## config.mk

```make
export PLATFORM = sky130hd
export DESIGN_NAME = ppcw_plot_writer
export DESIGN_NICKNAME = d
export VERILOG_FILES = /design/src/hw/ppcw_pkg.sv /design/src/hw/ppcw_plot_writer.sv
export SDC_FILE = /design/constraint.sdc
export NUM_CORES = 1
export LEC_CHECK = 0
export ABC_AREA = 0
export ABC_CLOCK_PERIOD_IN_PS = 10900
export BUFFER_PORTS_ARGS = -buffer_cell sky130_fd_sc_hd__buf_2
export CORE_MARGIN = 1
export CORE_UTILIZATION = 60
export DETAILED_ROUTE_END_ITERATION = 10
export PLACE_DENSITY = 0.77
export SYNTH_ARGS = -nofsm -noshare
export SYNTH_HDL_FRONTEND = slang
export SYNTH_SLANG_ARGS = --single-unit
```

## constraint.sdc

```tcl
create_clock -name clk_sys -period 10.9 [get_ports clk_sys]
set_input_delay 1.635 -clock clk_sys [delete_from_list [all_inputs] [get_ports clk_sys]]
set_output_delay 1.635 -clock clk_sys [all_outputs]
set_load 0.01 [all_outputs]
```

## src/hw/ppcw_pkg.sv

```systemverilog
/*
 Constants shared by the plot pixel cache writer: register map, option bits,
 layout encodings, RAM placement and state types.
 Assumes a byte-addressed bus with one 32-bit word per register.
*/
package ppcw_pkg;
    // ----------------------------------------
    // Register word indices (byte address = index * 4)
    // ----------------------------------------
    localparam logic [3:0] REG_CMD    = 4'h0;
    localparam logic [3:0] REG_COLOR  = 4'h1;
    localparam logic [3:0] REG_X      = 4'h2;
    localparam logic [3:0] REG_Y      = 4'h3;
    localparam logic [3:0] REG_SRC    = 4'h4;
    localparam logic [3:0] REG_POR    = 4'h5;
    localparam logic [3:0] REG_BASE   = 4'h6;
    localparam logic [3:0] REG_LAYOUT = 4'h7;
    localparam logic [3:0] REG_STATUS = 4'h8;
    localparam logic [3:0] REG_AREA   = 4'h9;
    // ----------------------------------------
    // Commands written to the command register
    // ----------------------------------------
    localparam logic [2:0] OP_PLOT  = 3'h1;
    localparam logic [2:0] OP_COLOR = 3'h2;
    localparam logic [2:0] OP_ROMC  = 3'h3;
    localparam logic [2:0] OP_PIXEL_READBACK_FLUSH  = 3'h4;
    localparam logic [2:0] OP_MODE  = 3'h5;
    // ----------------------------------------
    // Plot option bits and layout fields
    // ----------------------------------------
    localparam int POR_TRANSP = 0;
    localparam int POR_DITHER = 1;
    localparam int POR_HINIB  = 2;
    localparam int POR_FREEZE = 3;
    localparam int POR_OBJ    = 4;
    localparam logic [1:0] CM_2BPP = 2'h0;
    localparam logic [1:0] CM_8BPP = 2'h3;
    localparam logic [1:0] HT_128  = 2'h0;
    localparam logic [1:0] HT_160  = 2'h1;
    localparam logic [1:0] HT_192  = 2'h2;
    localparam logic [1:0] HT_OBJ  = 2'h3;
    localparam logic [9:0] CHARS_128 = 10'h010;
    localparam logic [9:0] CHARS_160 = 10'h014;
    localparam logic [9:0] CHARS_192 = 10'h018;
    localparam logic [9:0] CHARS_OBJ = 10'h020;
    // ----------------------------------------
    // RAM placement
    // ----------------------------------------
    localparam logic [23:0] RAM_BANK_BASE = 24'h700000;
    localparam logic [7:0]  ROW_FULL      = 8'hff;
    typedef enum logic [1:0] {W_IDLE, W_READ, W_WRITE} ppcw_wst_t;
    typedef enum logic [1:0] {R_IDLE, R_FLUSH, R_READ} ppcw_rbst_t;
endpackage : ppcw_pkg

```

## src/hw/ppcw_plot_writer.sv

```systemverilog
/*
 Plot pixel cache writer: primary and secondary one-row pixel caches,
 planar conversion, read-merge-write and read-back to external RAM.
 Assumes an Avalon-MM master, and a RAM that pulses ram_ack once per access.
*/
// Summary of operation
// - Area base is bank 70 plus base*400h
// - Area size from height, width, bits per pixel
// - Color load from source or ROM byte
// - Plot uses X, Y registers and color
// - Pixels converted to planar data before storing
// - Cache holds eight 8-bit pixels, one row
// - Primary and secondary caches with pending masks
// - Row key from X[7:3], Y[7:0] compared
// - Same row: store pixel, flush when full
// - Flush moves primary, stalls while secondary busy
// - After full flush, clear primary, write concurrently
// - New row: flush primary, then store pixel
// - Incomplete row read back, merged, then written
// - Each plot increments X by one
// - Read-back flushes caches, then reads pixel
// - Read-back always reads RAM, no hit check
// - Mode-set loads plot option register
// - Transparent zero color only advances X
// - Dither picks nibble from X xor Y
`timescale 1ns/1ps
module ppcw_plot_writer #(
    parameter int SCREEN_WIDTH = 256
) (
    // Clock and reset
    input  wire logic        clk_sys,
    input  wire logic        rst,
    // Avalon-MM slave
    input  wire logic [5:0]  avs_address,
    input  wire logic        avs_read,
    input  wire logic        avs_write,
    input  wire logic [31:0] avs_writedata,
    input  wire logic [3:0]  avs_byteenable,
    output logic      [31:0] avs_readdata,
    output logic             avs_waitrequest,
    // Pipeline side
    input  wire logic [7:0]  rom_byte,
    // External RAM
    output logic             ram_req,
    output logic             ram_we,
    output logic      [23:0] ram_addr,
    output logic      [7:0]  ram_wdata,
    input  wire logic        ram_ack,
    input  wire logic [7:0]  ram_rdata
);
    if (SCREEN_WIDTH < 8 || SCREEN_WIDTH > 256 || SCREEN_WIDTH % 8 != 0)
    begin : g_bad_width
        $error("SCREEN_WIDTH must be a multiple of 8 up to 256");
    end

    logic [7:0]  color;
    logic [7:0]  x;
    logic [7:0]  y;
    logic [7:0]  src;
    logic [7:0]  base;
    logic [4:0]  por;
    logic [3:0]  layout;
    logic [7:0]  prim_pix [8];
    logic [7:0]  prim_mask;
    logic [12:0] prim_key;
    logic [7:0]  sec_pix [8];
    logic [7:0]  sec_mask;
    logic [12:0] sec_key;
    logic [2:0]  idx;
    logic        rb_mode;
    logic [2:0]  rb_px;
    logic [7:0]  rb_val;
    ppcw_pkg::ppcw_wst_t  wst;
    ppcw_pkg::ppcw_rbst_t rb_st;

    // ----------------------------------------
    // Decode and plot evaluation
    // ----------------------------------------
    logic [3:0]  reg_idx;
    logic        commit;
    logic        cmd_go;
    logic [2:0]  op;
    logic        bpp2;
    logic        bpp8;
    logic [1:0]  ht;
    logic [2:0]  last_idx;
    logic [12:0] key_c;
    logic [7:0]  bitm;
    logic [7:0]  pcol;
    logic        opaque;
    logic        hit;
    logic        full;
    logic [7:0]  upd_mask;
    logic        plot_go;
    logic        plot_xfer;
    logic        rb_xfer;
    logic        rb_launch;
    logic        do_xfer;
    logic [7:0]  xfer_mask;
    logic        can_ack;
    logic [31:0] rd_mux;
    logic [31:0] area;
    logic [7:0]  load_val;

    assign reg_idx  = avs_address[5:2];
    assign commit   = avs_write && !avs_waitrequest && avs_byteenable[0];
    assign cmd_go   = commit && reg_idx == ppcw_pkg::REG_CMD;
    assign op       = avs_writedata[2:0];
    assign bpp2     = layout[1:0] == ppcw_pkg::CM_2BPP;
    assign bpp8     = layout[1:0] == ppcw_pkg::CM_8BPP;
    assign ht       = por[ppcw_pkg::POR_OBJ] ? ppcw_pkg::HT_OBJ : layout[3:2];
    assign last_idx = bpp2 ? 3'h1 : (bpp8 ? 3'h7 : 3'h3);
    assign key_c    = {x[7:3], y};
    assign bitm     = 8'h01 << x[2:0];

    always_comb
    begin
        pcol = color;
        if (por[ppcw_pkg::POR_DITHER] && !bpp8)
        begin
            pcol = {4'h0, (x[0] ^ y[0]) ? color[7:4] : color[3:0]};
        end
        if (por[ppcw_pkg::POR_TRANSP])
            opaque = 1'b1;
        else if (bpp2)
            opaque = pcol[1:0] != 2'h0;
        else if (!bpp8 || por[ppcw_pkg::POR_FREEZE])
            opaque = pcol[3:0] != 4'h0;
        else
            opaque = pcol != 8'h00;
    end

    assign hit       = prim_mask == 8'h00 || key_c == prim_key;
    assign upd_mask  = prim_mask | bitm;
    assign full      = hit && upd_mask == ppcw_pkg::ROW_FULL;
    assign plot_go   = cmd_go && op == ppcw_pkg::OP_PLOT && opaque;
    assign plot_xfer = plot_go && (!hit || full);
    assign rb_xfer   = rb_st == ppcw_pkg::R_FLUSH && prim_mask != 8'h00 && wst == ppcw_pkg::W_IDLE;
    assign rb_launch = rb_st == ppcw_pkg::R_FLUSH && prim_mask == 8'h00 && wst == ppcw_pkg::W_IDLE;
    assign do_xfer   = plot_xfer || rb_xfer;
    assign xfer_mask = (plot_go && full) ? ppcw_pkg::ROW_FULL : prim_mask;

    // A plot that must hand over a row waits while the secondary is busy
    always_comb
    begin
        can_ack = 1'b1;
        if (avs_write && reg_idx == ppcw_pkg::REG_CMD)
        begin
            if (rb_st != ppcw_pkg::R_IDLE)
                can_ack = 1'b0;
            else if (op == ppcw_pkg::OP_PLOT && opaque && (!hit || full) && wst != ppcw_pkg::W_IDLE)
                can_ack = 1'b0;
        end
    end

    // Bytes = height/8 * width/8 * 8 * bits per pixel
    always_comb
    begin
        logic [9:0] hch;
        logic [9:0] wch;
        hch = ppcw_pkg::CHARS_OBJ;
        wch = ppcw_pkg::CHARS_OBJ;
        if (ht == ppcw_pkg::HT_128)
            hch = ppcw_pkg::CHARS_128;
        else if (ht == ppcw_pkg::HT_160)
            hch = ppcw_pkg::CHARS_160;
        else if (ht == ppcw_pkg::HT_192)
            hch = ppcw_pkg::CHARS_192;
        if (ht != ppcw_pkg::HT_OBJ)
            wch = 10'(SCREEN_WIDTH / 8);
        area = (32'(hch) * 32'(wch)) << (bpp2 ? 4 : (bpp8 ? 6 : 5));
    end

    always_comb
    begin
        case (reg_idx)
            ppcw_pkg::REG_COLOR:  rd_mux = {24'h0, color};
            ppcw_pkg::REG_X:      rd_mux = {24'h0, x};
            ppcw_pkg::REG_Y:      rd_mux = {24'h0, y};
            ppcw_pkg::REG_SRC:    rd_mux = {24'h0, src};
            ppcw_pkg::REG_POR:    rd_mux = {27'h0, por};
            ppcw_pkg::REG_BASE:   rd_mux = {24'h0, base};
            ppcw_pkg::REG_LAYOUT: rd_mux = {28'h0, layout};
            ppcw_pkg::REG_STATUS: rd_mux = {8'h0, prim_mask, 6'h0, rb_st != ppcw_pkg::R_IDLE,
                                            wst != ppcw_pkg::W_IDLE, rb_val};
            ppcw_pkg::REG_AREA:   rd_mux = area;
            default:              rd_mux = 32'h0;
        endcase
    end

    // ----------------------------------------
    // Bus slave: one wait cycle at least, longer while stalled
    // ----------------------------------------
    always_ff @(posedge clk_sys)
    begin
        if (rst)
        begin
            avs_waitrequest <= 1'b1;
            avs_readdata    <= 32'h0;
        end
        else if (!avs_waitrequest)
            avs_waitrequest <= 1'b1;
        else if ((avs_read || avs_write) && can_ack)
        begin
            avs_waitrequest <= 1'b0;
            avs_readdata    <= avs_read ? rd_mux : 32'h0;
        end
    end

    // ----------------------------------------
    // Software-written registers
    // ----------------------------------------
    always_ff @(posedge clk_sys)
    begin
        if (rst)
        begin
            src    <= 8'h00;
            base   <= 8'h00;
            layout <= 4'h0;
        end
        else if (commit)
        begin
            if (reg_idx == ppcw_pkg::REG_SRC)
                src <= avs_writedata[7:0];
            if (reg_idx == ppcw_pkg::REG_BASE)
                base <= avs_writedata[7:0];
            if (reg_idx == ppcw_pkg::REG_LAYOUT)
                layout <= avs_writedata[3:0];
        end
    end

    // Source of a color load, high nibble moved down when asked for
    always_comb
    begin
        load_val = por[ppcw_pkg::POR_HINIB] ? {4'h0, src[7:4]} : src;
        if (op == ppcw_pkg::OP_ROMC)
            load_val = por[ppcw_pkg::POR_HINIB] ? {4'h0, rom_byte[7:4]} : rom_byte;
    end

    always_ff @(posedge clk_sys)
    begin
        if (rst)
        begin
            color <= 8'h00;
            por   <= 5'h00;
        end
        else if (cmd_go && (op == ppcw_pkg::OP_COLOR || op == ppcw_pkg::OP_ROMC))
            color <= por[ppcw_pkg::POR_FREEZE] ? {color[7:4], load_val[3:0]} : load_val;
        else if (cmd_go && op == ppcw_pkg::OP_MODE)
            por <= src[4:0];
    end

    always_ff @(posedge clk_sys)
    begin
        if (rst)
        begin
            x <= 8'h00;
            y <= 8'h00;
        end
        else if (cmd_go && op == ppcw_pkg::OP_PLOT)
            x <= x + 8'h01;
        else if (commit && reg_idx == ppcw_pkg::REG_X)
            x <= avs_writedata[7:0];
        else if (commit && reg_idx == ppcw_pkg::REG_Y)
            y <= avs_writedata[7:0];
    end

    // ----------------------------------------
    // Primary cache
    // ----------------------------------------
    always_ff @(posedge clk_sys)
    begin
        if (rst)
        begin
            prim_mask <= 8'h00;
            prim_key  <= 13'h0;
        end
        else if (plot_go)
        begin
            prim_key          <= key_c;
            prim_pix[x[2:0]]  <= pcol;
            prim_mask         <= full ? 8'h00 : (hit ? upd_mask : bitm);
        end
        else if (rb_xfer)
            prim_mask <= 8'h00;
    end

    // ----------------------------------------
    // Secondary cache and RAM sequencer
    // ----------------------------------------
    always_ff @(posedge clk_sys)
    begin
        if (rst)
        begin
            wst      <= ppcw_pkg::W_IDLE;
            sec_mask <= 8'h00;
            sec_key  <= 13'h0;
            idx      <= 3'h0;
            rb_mode  <= 1'b0;
            rb_px    <= 3'h0;
            rb_val   <= 8'h00;
        end
        else if (do_xfer)
        begin
            for (int k = 0; k < 8; k++)
                sec_pix[k] <= prim_pix[k];
            if (plot_go && full)
                sec_pix[x[2:0]] <= pcol;
            sec_mask <= xfer_mask;
            sec_key  <= prim_key;
            rb_mode  <= 1'b0;
            idx      <= 3'h0;
            wst      <= (xfer_mask == ppcw_pkg::ROW_FULL) ? ppcw_pkg::W_WRITE : ppcw_pkg::W_READ;
        end
        else if (rb_launch)
        begin
            sec_key <= key_c;
            rb_px   <= x[2:0];
            rb_mode <= 1'b1;
            rb_val  <= 8'h00;
            idx     <= 3'h0;
            wst     <= ppcw_pkg::W_READ;
        end
        else if (ram_req && ram_ack)
        begin
            case (wst)
                ppcw_pkg::W_READ:
                begin
                    if (rb_mode)
                        rb_val[idx] <= ram_rdata[~rb_px];
                    else
                        for (int k = 0; k < 8; k++)
                            if (!sec_mask[k])
                                sec_pix[k][idx] <= ram_rdata[7 - k];
                    idx <= (idx == last_idx) ? 3'h0 : idx + 3'h1;
                    if (idx == last_idx)
                        wst <= rb_mode ? ppcw_pkg::W_IDLE : ppcw_pkg::W_WRITE;
                end
                ppcw_pkg::W_WRITE:
                begin
                    idx <= (idx == last_idx) ? 3'h0 : idx + 3'h1;
                    if (idx == last_idx)
                        wst <= ppcw_pkg::W_IDLE;
                end
                default:
                    wst <= ppcw_pkg::W_IDLE;
            endcase
        end
    end

    // Mode must stay fixed while a row is in flight, since the address uses it
    logic [4:0]  sx;
    logic [7:0]  sy;
    logic [9:0]  cn;
    logic [9:0]  hmul;
    logic [23:0] addr_c;
    logic [7:0]  wdata_c;

    assign sx = sec_key[12:8];
    assign sy = sec_key[7:0];
    assign hmul = (ht == ppcw_pkg::HT_160) ? ppcw_pkg::CHARS_160 :
                  (ht == ppcw_pkg::HT_192) ? ppcw_pkg::CHARS_192 : ppcw_pkg::CHARS_128;
    assign cn = (ht == ppcw_pkg::HT_OBJ) ? {sy[7], sx[4], sy[6:3], sx[3:0]}
                                         : 10'(sx * hmul) + 10'(sy[7:3]);
    assign addr_c = ppcw_pkg::RAM_BANK_BASE + {6'h0, base, 10'h0}
                  + (24'(cn) << (bpp2 ? 4 : (bpp8 ? 6 : 5)))
                  + {20'h0, sy[2:0], 1'b0} + {18'h0, idx[2:1], 4'h0} + {23'h0, idx[0]};

    for (genvar j = 0; j < 8; j++)
    begin : g_plane
        assign wdata_c[j] = sec_pix[7 - j][idx];
    end

    always_ff @(posedge clk_sys)
    begin
        if (rst)
        begin
            ram_req   <= 1'b0;
            ram_we    <= 1'b0;
            ram_addr  <= 24'h0;
            ram_wdata <= 8'h00;
        end
        else
        begin
            ram_req   <= wst != ppcw_pkg::W_IDLE && !(ram_req && ram_ack);
            ram_we    <= wst == ppcw_pkg::W_WRITE;
            ram_addr  <= addr_c;
            ram_wdata <= wdata_c;
        end
    end

    // ----------------------------------------
    // Read-back sequencer
    // ----------------------------------------
    always_ff @(posedge clk_sys)
    begin
        if (rst)
            rb_st <= ppcw_pkg::R_IDLE;
        else
            case (rb_st)
                ppcw_pkg::R_IDLE:
                    if (cmd_go && op == ppcw_pkg::OP_PIXEL_READBACK_FLUSH)
                        rb_st <= ppcw_pkg::R_FLUSH;
                ppcw_pkg::R_FLUSH:
                    if (rb_launch)
                        rb_st <= ppcw_pkg::R_READ;
                ppcw_pkg::R_READ:
                    if (wst == ppcw_pkg::W_IDLE)
                        rb_st <= ppcw_pkg::R_IDLE;
                default:
                    rb_st <= ppcw_pkg::R_IDLE;
            endcase
    end
endmodule : ppcw_plot_writer

```

Word-level counts from Yosys, hierarchy flattened. Memories as Yosys holds them, arrays and structs flattened. Index checks and enable logic that the tools add are counted.

$mul: 1. Reduce and logical (&&, ||, !) cells: 71. Muxes and demuxes: 210. Bitwise operators: 73. Divide/modulo/power cells: 0. $add $sub $neg: 8. $lt $le $gt $ge: 3. Shift-type cells: 3. Eq/ne operators: 31.

Operator list (count): case mux 32 bit (9 select lines) (1); two-way mux 8 bit (23); two-way mux 1 bit (147); bitwise OR 1 bit (64); two-way mux 32 bit (1); left shift 15 x 32 -> 32 bit (1); binary-select mux 1 bit (select 3 bit) (9); logical AND 1 bit (26); two-way mux 13 bit (2); two-way mux 2 bit (13); adder 23 x 18 -> 24 bit (first input constant) (1); adder 24 x 1 -> 24 bit (1); adder 24 bit (1); adder 24 x 4 -> 24 bit (1); adder 24 x 6 -> 24 bit (1); left shift 10 x 3 -> 24 bit (1); two-way mux 6 bit (3); nonzero test 2 bit (9); == test 4 x 3 -> 1 bit (second input constant) (4); == test 8 bit (second input constant) (2); AND reduction 2 bit (8); nonzero test 8 bit (2); == test 13 bit (1); two-way mux 4 bit (3); other kinds (39) (75).

Output and inout bits: 67. Register bits after elaboration: 177. Memories: 2. Input port bits: 63. Bits in latches: 0. Bits in read-only memories: 0. Memory bits (writable): 128.

Memories: prim_pix (words 8, width 8, rd ports 8, clocked after Yosys merged registers in 0, write ports 1, line ppcw_plot_writer.sv:63) `logic [7:0] prim_pix [8];`; sec_pix (words 8, width 8, rd ports 8, clocked after Yosys merged registers in 0, write ports 9, line ppcw_plot_writer.sv:66) `logic [7:0] sec_pix [8];`.

Longest topological paths before layout. Gate-level depths: netlist of run 1.

Word-level depth: 16. Depth in mapped cells: 23. Mapped depth without buffers: 23.

Least setup slack after synthesis of run 1. OpenSTA, ideal clock, no wires.

Kind: register to register. Start: reg layout[3]. End: reg ram_addr[18]. Setup slack: 5.880 ns. Data required time: 10.769 ns. Library setup time: 0.131 ns. Stages on the path, launching flop included: 22. Buffers on the path: 0. Data arrival time: 4.889 ns. Period minus slack after synthesis: 5.020 ns. Cell sequence: dfxtp_1 > nor3b_1 > and2_1 > fa_1 > fa_1 > ha_1 > ha_1 > inv_1 > fa_1 > inv_1 > a21o_1 > a21oi_1 > xnor2_1 > mux2i_1 > mux2_2 > mux2i_1 > ha_1 > a21o_1 > a21o_1 > o41a_1 > a21oi_1 > nor3b_1.

Word-level cells in the longest chain between the ends: 12. Elaborated cells between the ends (all ways): 14. Those cells by class: add/sub: 5; mul: 1; eq/ne: 3; shift: 1; mux: 4.

RTL lines: start: declaration (line ppcw_plot_writer.sv:62) `logic [3:0] layout;`; start signal: assignment (line ppcw_plot_writer.sv:228) `layout <= avs_writedata[3:0];`; two-way mux 2 bit * (line ppcw_plot_writer.sv:111) `assign ht = por[ppcw_pkg::POR_OBJ] ? ppcw_pkg::HT_OBJ : layout[3:2];`; == test 2 bit (line ppcw_plot_writer.sv:362) `(ht == ppcw_pkg::HT_192) ? ppcw_pkg::CHARS_192 : ppcw_pkg::CHARS_128;`; two-way mux 4 bit (line ppcw_plot_writer.sv:362); two-way mux 4 bit (line ppcw_plot_writer.sv:361) `assign hmul = (ht == ppcw_pkg::HT_160) ? ppcw_pkg::CHARS_160 :`; multiplier 5 x 5 -> 10 bit (line ppcw_plot_writer.sv:364) `: 10'(sx * hmul) + 10'(sy[7:3]);`; adder 10 x 5 -> 10 bit (line ppcw_plot_writer.sv:364); two-way mux 10 bit * (line ppcw_plot_writer.sv:363) `assign cn = (ht == ppcw_pkg::HT_OBJ) ? {sy[7], sx[4], sy[6:3], sx[3:0]}`; left shift 10 x 3 -> 24 bit * (line ppcw_plot_writer.sv:366) `+ (24'(cn) << (bpp2 ? 4 : (bpp8 ? 6 : 5)))`; adder 24 bit * (line ppcw_plot_writer.sv:366); adder 24 x 4 -> 24 bit * (line ppcw_plot_writer.sv:367) `+ {20'h0, sy[2:0], 1'b0} + {18'h0, idx[2:1], 4'h0} + {23'h0, idx[0]};`; adder 24 x 6 -> 24 bit * (line ppcw_plot_writer.sv:367); adder 24 x 1 -> 24 bit * (line ppcw_plot_writer.sv:367); end signal: assignment (line ppcw_plot_writer.sv:387) `ram_addr <= addr_c;`; end: declaration (line ppcw_plot_writer.sv:46) `output logic [23:0] ram_addr,`.

Every way passes the cells marked *; elsewhere a longest branch is shown, timed or not. A chain may end at the register's enable or synchronous reset.

Worst setup path in the final report of run 1.
Start: reg layout[2]. End: reg ram_addr[15].

The elaborated chain is that of the path after synthesis.

==> impl_metrics.csv, run 1 <==
group,metric,value,unit
outcome,status,"finished, final reports clean",
clocking,ctsHoldBuffers,0,
setup_path,crit_start,"layout[2]",
logic_synthesis,synth_flop_cell,"dfxtp_1",
sta,timing_worst_slew_pin_value,1220,ps
setup_path,crit_slowest_cell,"nor3b_1",
floorplan,core,0.0253,mm2
logic_synthesis,synth_cells,1570,
setup_path,rrSetupSlack,4870,ps
floorplan,fp.dieArea,0.0266,mm2
setup_path,worstPathMaxFanout,7,
finish,final_cell_mix,"nand2_1 (179), mux2i_1 (177), dfxtp_1 (164), edfxtp_1 (128), nor2_1 (114)",
sta,worst_hold_slack,453,ps
clocking,root_buffer,"clkbuf_16",
grt,top_usage_layer,"met2",
sta,grt_setup_unrepaired,"false",
logic_synthesis,yosys_warnings,0,
finish,fin_nets,1707,
route,drt_pass1_iterations,7,
setup_path,end_kind,"register",
placed_design,gp_congestion,0.939,
sta,hold_violations,0,
sta,fin_crit_sh,0.553,
placed_design,hpwlAfterDp,31200,um
clocking,cts_setup_buffers,0,
sta,relSlewSlack,0.177,
setup_path,cp-endpoint,"ram_addr[15]",
floorplan,die_w,163,um
floorplan,die_h,163,um
route,routedWlPerCell,23.6,um
floorplan,initial_core_util,0.614,
route,drt_iter0_drc,1784,
clocking,numCtsBuffers,31,
job,maxCapViolCount,0,
logic_synthesis,yosysUniqueCellTypes,76,
setup_path,crit_type,"reg2reg",
finish,drive_gt1_frac,0.137,
finish,num_antenna_cells,0,
route,drc_errors,0,
power_and_ir_drop,vdd_ir_drop_max,0.000123,V
setup_path,reg2reg_from,"layout[2]",
route,wl,46200,um
grt,grt_pass1_vias,12125,
route,ant_nets,0,
finish,fin_area,0.0172,mm2
worst_hold_path,hold_class,"reg2reg",
logic_synthesis,synthArstFlopShare,0,
power_and_ir_drop,total_power,2.36,mW
clocking,clockBufferDepth,3,
grt,antenna_found_initial,0,
finish,final_common_cell,"nand2_1",
logic_synthesis,syn-cell-area,0.0156,mm2
grt,grtUsageMet1,0.483,
sta,fin_tns_setup,0,ps
setup_path,crit_path_cell_trace,"nor3b_1, and2_1, fa_1, fa_1, ha_1, ha_1, inv_1, fa_1, inv_1, a21o_1, a21oi_1, xnor2_1, mux2i_1, mux2_2, o21ai_0, ha_1, or3_1, a31o_2, a41oi_1, xor2_1, nor2_1",
clocking,h-tree-depth,1,
finish,nFillCells,1948,
grt,overflow,0,
route,num_vias,13062,
setup_path,cpPeakStageDelay,920,ps
sta,report.final.slew_viol_count,0,
placed_design,port_buffers,89,
sta,finalCriticalPeriod,6030,ps
power_and_ir_drop,p_leak,7.22,nW
grt,grt_max_degree,90,
setup_path,rr_endpoint,"ram_addr[15]",
setup_path,crit_buf_inv,2,
setup_path,cp.required,11330,ps
logic_synthesis,avgSynthCellArea,9.91,um2
floorplan,rows,58,
grt,track_usage,0.346,
setup_path,cp.depth,21,
setup_path,critPathTopFamily,"adder cells",
setup_path,crit_arrival,6450,ps
clocking,cts_tree,"built",
sta,max_freq,0.166,GHz
setup_path,reg2regPathDepth,21,
power_and_ir_drop,power.density,137,mW/mm2
setup_path,start_kind,"register",
clocking,cts_resized,0,
logic_synthesis,ys_ff_latch,292,
floorplan,pin_count,130,
grt,gr-usage-met3,0.0703,
clocking,clk_transition_reported_paths,60,ps
grt,grt.met2_usage,0.524,
sta,setup_viol,0,
finish,area_growth,10.7,%
placed_design,place_area,0.0161,mm2
clocking,clk_latency,580,ps
grt,grt_pass1_wl,69700,um
clocking,cts_sinks,292,
logic_synthesis,synth-edff-count,128,
sta,skew,17.5,ps
logic_synthesis,synth_seq_area_share,0.458,
route,routed_via_density,6.68,
## cell usage after synthesis (all sizes together) (12+ instances only)
library cell,instances,area share
mux2,14,0.010
nor2,115,0.029
nor3,27,0.0093
or3,12,0.0048
xor2,13,0.0073
or4,17,0.0082
o21ai,82,0.026
nor4,43,0.019
edfxtp,128,0.25
nand2,180,0.044
clkbuf,84,0.020
and2,18,0.0072
nand3,26,0.0084
a22oi,37,0.018
dfxtp,164,0.21
mux2i,179,0.12
ha,38,0.031
and3,14,0.0056
buf,44,0.017
inv,46,0.011
a21oi,91,0.030
xnor2,19,0.012
a222oi,16,0.010
## metal layers
metal	share of wire	wire, um	up-vias
met5	0	0	-
met4	0.041	1880	0
met2	0.44	20300	852
met1	0.40	18400	6209
li1	-	-	5849
met3	0.12	5580	152
## report_power, final
part,switching (mW),total [mW],internal (mW)
Combinational,0.0496,0.0695,0.0199
Sequential,0.00175,1.14,1.14
Clock,0.454,1.15,0.697
Total,0.505,2.36,1.85
## worst reg2reg max path: cells and delay by family, from the launching register on
kind            cells  cell delay (ps)
compound gates      5              790
xor+xnor            2              310
fa+ha+maj           6             2070
buf+inv             2              130
flops               1              450
mux                 2              510
simple gates        4             1640
## worst min-delay path by stage
stage,from,endpoint,slack [ps],depth (start not counted)
global placement,avs_readdata[22],avs_readdata[22],440,2
CTS,avs_readdata[20],avs_readdata[20],460,2
detailed placement,avs_readdata[18],avs_readdata[18],450,2
finish,avs_readdata[20],avs_readdata[20],450,2
floorplan,sec_key[0],ram_addr[1],440,1
global route,avs_readdata[20],avs_readdata[20],480,2
## stage by stage
step	util	std cells	setup slack, ps
floorplan	-	1580	5880
detailed placement	0.636	1896	5060
finish	0.680	1954	4870
CTS	0.680	1954	5000
global route	0.680	1954	4520
global placement	0.636	1896	5150
## state kept, by name (all words and copies together) (netlist names), 13 cells and up
signal,count
prim_key,13
sec_key,13
avs_readdata,23
sec_pix,64
ram_addr,20
prim_pix,64
## kinds of logic (layout without fill, tap and decap cells)
kind of cell / after synthesis / in the layout / synth area share
other: 1 / 11 / 0.000241
adders and majority gates: 45 / 45 / 0.0396
muxes: 198 / 198 / 0.133
DFF: 292 / 292 / 0.458
and+or+nand+nor: 495 / 495 / 0.154
xor gates and xnor gates: 32 / 32 / 0.0192
buffers and inverters: 176 / 220 / 0.0491
AOI/OAI and AO/OA: 331 / 331 / 0.148
## final cells by class
class	instances	area, um2	area share
clock buffers	38	852	0.0495
well taps	330	413	0.0240
repair buffers	114	636	0.0369
clock inverters	20	267	0.0155
flip-flops and latches	292	7130	0.414
multi-input cells	1112	7740	0.450
inverters	48	180	0.0105
No activity file was read; power rests on OpenSTA's default activity.
==> inputs of run 2 (changes only) <==
- ABC_CLOCK_PERIOD_IN_PS: 10900 -> 6300
- clock period: 10.9 -> 6.3 ns (I/O delays scaled with it)
==> impl_metrics.csv, run 2 (synthesis results as in run 1) <==
group,metric,value,unit
placed_design,gp_congestion,0.935,
floorplan,pin_count,130,
placed_design,placedCellCount,1901,
finish,drive_gt1_frac,0.132,
grt,grt_pass1_wl,69800,um
sta,finalCriticalPeriod,5490,ps
placed_design,place_area,0.0161,mm2
clocking,cts_setup_buffers,0,
sta,timing_worst_slew_pin_value,1320,ps
setup_path,crit_type,"reg2reg",
clocking,clk_transition_reported_paths,70,ps
route,routed_via_density,6.66,
sta,grt_setup_unrepaired,"false",
finish,final_cell_mix,"mux2i_1 (179), nand2_1 (179), dfxtp_1 (164), edfxtp_1 (128), nor2_1 (114)",
grt,grt_pass1_vias,11964,
grt,grt_max_degree,90,
floorplan,core,0.0253,mm2
floorplan,fp.dieArea,0.0266,mm2
outcome,status,"finished, final reports clean",
setup_path,worstPathMaxFanout,7,
finish,final_cell_count_no_fill,1957,
grt,overflow,0,
setup_path,crit_arrival,5910,ps
finish,area_growth,9.67,%
clocking,cts_sinks,292,
finish,final_util,0.674,
power_and_ir_drop,vdd_ir_drop_max,0.000229,V
job,maxCapViolCount,0,
route,wl,45800,um
power_and_ir_drop,p_leak,7.15,nW
finish,num_antenna_cells,0,
sta,max_freq,0.182,GHz
clocking,numCtsBuffers,30,
floorplan,die_h,163,um
setup_path,start_kind,"register",
sta,fin_tns_setup,0,ps
route,routedWlPerCell,23.4,um
worst_hold_path,hold_class,"reg2reg",
clocking,ctsHoldBuffers,0,
finish,fin_area,0.0171,mm2
setup_path,end_kind,"register",
sta,relSlewSlack,0.115,
clocking,root_buffer,"clkbuf_16",
sta,hold_violations,0,
placed_design,hpwlAfterDp,31600,um
route,drt_pass1_iterations,8,
floorplan,die_w,163,um
clocking,clk_latency,560,ps
clocking,h-tree-depth,1,
sta,fin_crit_sh,0.872,
route,drt_iter0_drc,1620,
route,ant_nets,0,
floorplan,initial_core_util,0.614,
sta,report.final.slew_viol_count,0,
clocking,cts_tree,"built",
finish,nFillCells,1973,
floorplan,rows,58,
grt,track_usage,0.345,
finish,fin_nets,1711,
clocking,cts_resized,0,
route,num_vias,13026,
power_and_ir_drop,power.density,222,mW/mm2
sta,setup_viol,0,
route,drc_errors,0,
placed_design,port_buffers,89,
setup_path,cp.required,6720,ps
clocking,clockBufferDepth,3,
sta,skew,13.2,ps
grt,antenna_found_initial,0,
==> run 2: cell types whose count changed in the layout (fill, tap and decap cells not counted), sizes merged <==
cell | previous run | this run
clkinv | 11 | 21
clkbuf | 38 | 34
inv | 49 | 46
bufinv | 6 | 1
buf | 114 | 119
==> run 2: area by class of cell <==
cell class / instances / area (um2) / area share
repair buffers: 119 / 673 / 0.0394
clock inverters: 22 / 136 / 0.00799
well taps: 330 / 413 / 0.0242
clock buffers: 34 / 797 / 0.0467
multi-input cells: 1112 / 7740 / 0.453
inverters: 48 / 180 / 0.0106
flip-flops and latches: 292 / 7130 / 0.418
==> run 2: critical path: stages (launching register included) <==
cell,delay [ps]
dfxtp_1,470
nor3b_1,300
buf_4,220
and2_1,150
fa_1,440
fa_1,470
ha_1,310
ha_1,210
inv_1,70
fa_1,200
inv_1,50
a21o_1,160
a21oi_1,180
xnor2_1,160
mux2i_1,120
mux2_2,310
mux2i_1,160
ha_1,320
a21o_1,220
a21o_1,210
o41a_1,400
a21oi_1,160
nor3b_1,60
==> run 2: metrics by stage <==
step,worst slack (ps),total power [mW],hold slack (ps)
4_1_cts,877,3.78,462
3_3_place_gp,1140,2.12,441
5_1_grt,534,3.87,478
3_5_place_dp,974,2.13,449
2_1_floorplan,1280,2.09,439
6_report,809,3.78,457
==> run 2: final timing paths <==
path | start | end | depth (start not counted) | slack [ps]
worst min register to register | avs_readdata[6] | avs_readdata[6] | 2 | 460
worst min-delay path | avs_readdata[6] | avs_readdata[6] | 2 | 460
worst max-delay path | layout[2] | ram_addr[18] | 22 | 810
worst max register to register | layout[2] | ram_addr[18] | 22 | 810
==> run 2: where the power goes <==
part / switching [mW] / internal, mW
Sequential: 0.00308 / 1.97
Clock: 0.750 / 0.944
Combinational: 0.0849 / 0.0346
Total: 0.838 / 2.94
==> run 2: per-layer routing <==
layer  part of all wire  track usage
met3               0.11       0.0579
met4              0.032        0.118
met5                  0            0
met2               0.44        0.524
met1               0.41        0.499
==> inputs of run 3 (changes only) <==
- CORE_UTILIZATION: 60 -> 47
- PLACE_DENSITY: 0.77 -> 0.62
==> impl_metrics.csv, run 3 (synthesis results as in run 1) <==
group,metric,value,unit
finish,final_common_cell,"nand2_1",
power_and_ir_drop,power.density,228,mW/mm2
power_and_ir_drop,p_leak,7.21,nW
worst_hold_path,hold_class,"reg2reg",
placed_design,port_buffers,89,
route,routed_via_density,6.06,
route,num_vias,12552,
sta,fin_crit_sh,0.839,
grt,antenna_found_initial,0,
route,drt_pass1_iterations,8,
sta,setup_viol,0,
setup_path,reg2reg_from,"layout[3]",
route,wl,46900,um
worst_hold_path,worstHoldStart,"avs_readdata[2]",
clocking,root_buffer,"clkbuf_16",
floorplan,initial_core_util,0.478,
finish,num_antenna_cells,0,
setup_path,rr_endpoint,"ram_addr[18]",
setup_path,crit_slowest_cell,"dfxtp_1",
route,routedWlPerCell,22.6,um
clocking,cts_resized,0,
clocking,clockBufferDepth,3,
floorplan,fp.dieArea,0.0338,mm2
clocking,cts_setup_buffers,0,
sta,relSlewSlack,0.165,
sta,skew,12.6,ps
clocking,clk_latency,570,ps
route,drc_errors,0,
grt,grt_max_degree,69,
setup_path,worstPathMaxFanout,7,
clocking,cts_tree,"built",
floorplan,rows,66,
job,maxCapViolCount,0,
setup_path,crit_buf_inv,3,
clocking,cts_sinks,292,
setup_path,crit_type,"reg2reg",
sta,max_freq,0.189,GHz
placed_design,gp_congestion,0.982,
grt,grt_pass1_vias,11491,
sta,timing_worst_slew_pin_value,1240,ps
worst_hold_path,hold_depth,2,
sta,finalCriticalPeriod,5290,ps
floorplan,die_w,184,um
power_and_ir_drop,vdd_ir_drop_max,0.000208,V
clocking,ctsHoldBuffers,0,
grt,grt_pass1_wl,70100,um
setup_path,start_kind,"register",
sta,hold_violations,0,
clocking,numCtsBuffers,31,
floorplan,die_h,184,um
clocking,clk_transition_reported_paths,60,ps
sta,report.final.slew_viol_count,0,
sta,grt_setup_unrepaired,"false",
finish,nFillCells,2995,
finish,final_util,0.532,
finish,area_growth,11.2,%
floorplan,core,0.0325,mm2
setup_path,end_kind,"register",
setup_path,crit_path_cell_trace,"nor3b_1, buf_4, and2_1, fa_1, fa_1, ha_1, ha_1, inv_1, fa_1, inv_1, a21o_1, a21oi_1, xnor2_1, mux2i_1, mux2_2, mux2i_1, ha_1, a21o_1, a21o_1, o41a_1, a21oi_1, nor3b_1",
placed_design,place_area,0.0163,mm2
placed_design,hpwlAfterDp,33200,um
grt,overflow,0,
route,ant_nets,0,
sta,fin_tns_setup,0,ps
setup_path,reg2regPathDepth,22,
worst_hold_path,holdPathEnd,"avs_readdata[2]",
grt,track_usage,0.274,
clocking,h-tree-depth,1,
outcome,status,"finished, final reports clean",
setup_path,rrSetupSlack,1010,ps
setup_path,crit_arrival,5720,ps
route,drt_iter0_drc,1530,
setup_path,cp.required,6730,ps
finish,final_cell_mix,"nand2_1 (179), mux2i_1 (178), dfxtp_1 (164), edfxtp_1 (128), nor2_1 (114)",
setup_path,cpPeakStageDelay,470,ps
floorplan,pin_count,130,
finish,fin_nets,1714,
setup_path,critPathTopFamily,"adder cells",
finish,drive_gt1_frac,0.134,
finish,fin_area,0.0173,mm2
## run 3: cell types whose count changed in the layout (fill, tap and decap cells not counted), sizes merged
cell / change
clkbuf: +7
clkinv: -9
inv: +2
bufinv: +2
clkinvlp: -1
buf: +2
## run 3: layout make-up
type,instances,area [um2],share of cell area
multi-input combinational,1112,7730,0.447
sequential,292,7130,0.412
clock buffer,41,853,0.0493
timing repair buffer,121,701,0.0405
tap,442,553,0.0320
inverter,48,180,0.0104
clock inverter,16,160,0.00926
## run 3: metal layers
metal | part of all wire | track usage | up-vias
met5 | 0 | 0 | -
met4 | 0.037 | 0.100 | 0
met3 | 0.064 | 0.0291 | 98
met2 | 0.48 | 0.465 | 489
met1 | 0.42 | 0.360 | 6092
li1 | - | - | 5873
## run 3: power breakdown
| group | switching, mW | total [mW] | internal [mW] | leakage, nW |
|---|---|---|---|---|
| clock | 0.774 | 1.85 | 1.07 | 0.504 |
| sequential | 0.00390 | 1.97 | 1.97 | 2.57 |
| combinational | 0.0869 | 0.122 | 0.0354 | 4.13 |
## run 3: per-stage QoR
step,hold slack (ps),power (mW),cells,setup slack [ps]
finish,457,3.94,2072,1010
global route,478,4.03,2072,728
CTS,459,3.95,2072,988
detailed placement,447,2.13,2015,1020
global placement,441,2.13,2015,1120
floorplan,439,2.09,1580,1280
## run 3: worst min-delay path, stage by stage, from the launching register on
cell and delay, ps:
dfxtp_1 310, nand2_1 50, mux2i_1 50
## run 3: worst max-delay path by stage
stage / from / to / slack [ps] / depth (start not counted)
final: layout[3] / ram_addr[18] / 1010 / 22
after CTS: layout[3] / ram_addr[18] / 990 / 22
after detailed placement: layout[3] / ram_addr[18] / 1020 / 22
after global routing: layout[3] / ram_addr[16] / 730 / 22
after global placement: layout[3] / ram_addr[18] / 1120 / 22
after floorplan: layout[3] / ram_addr[18] / 1280 / 21
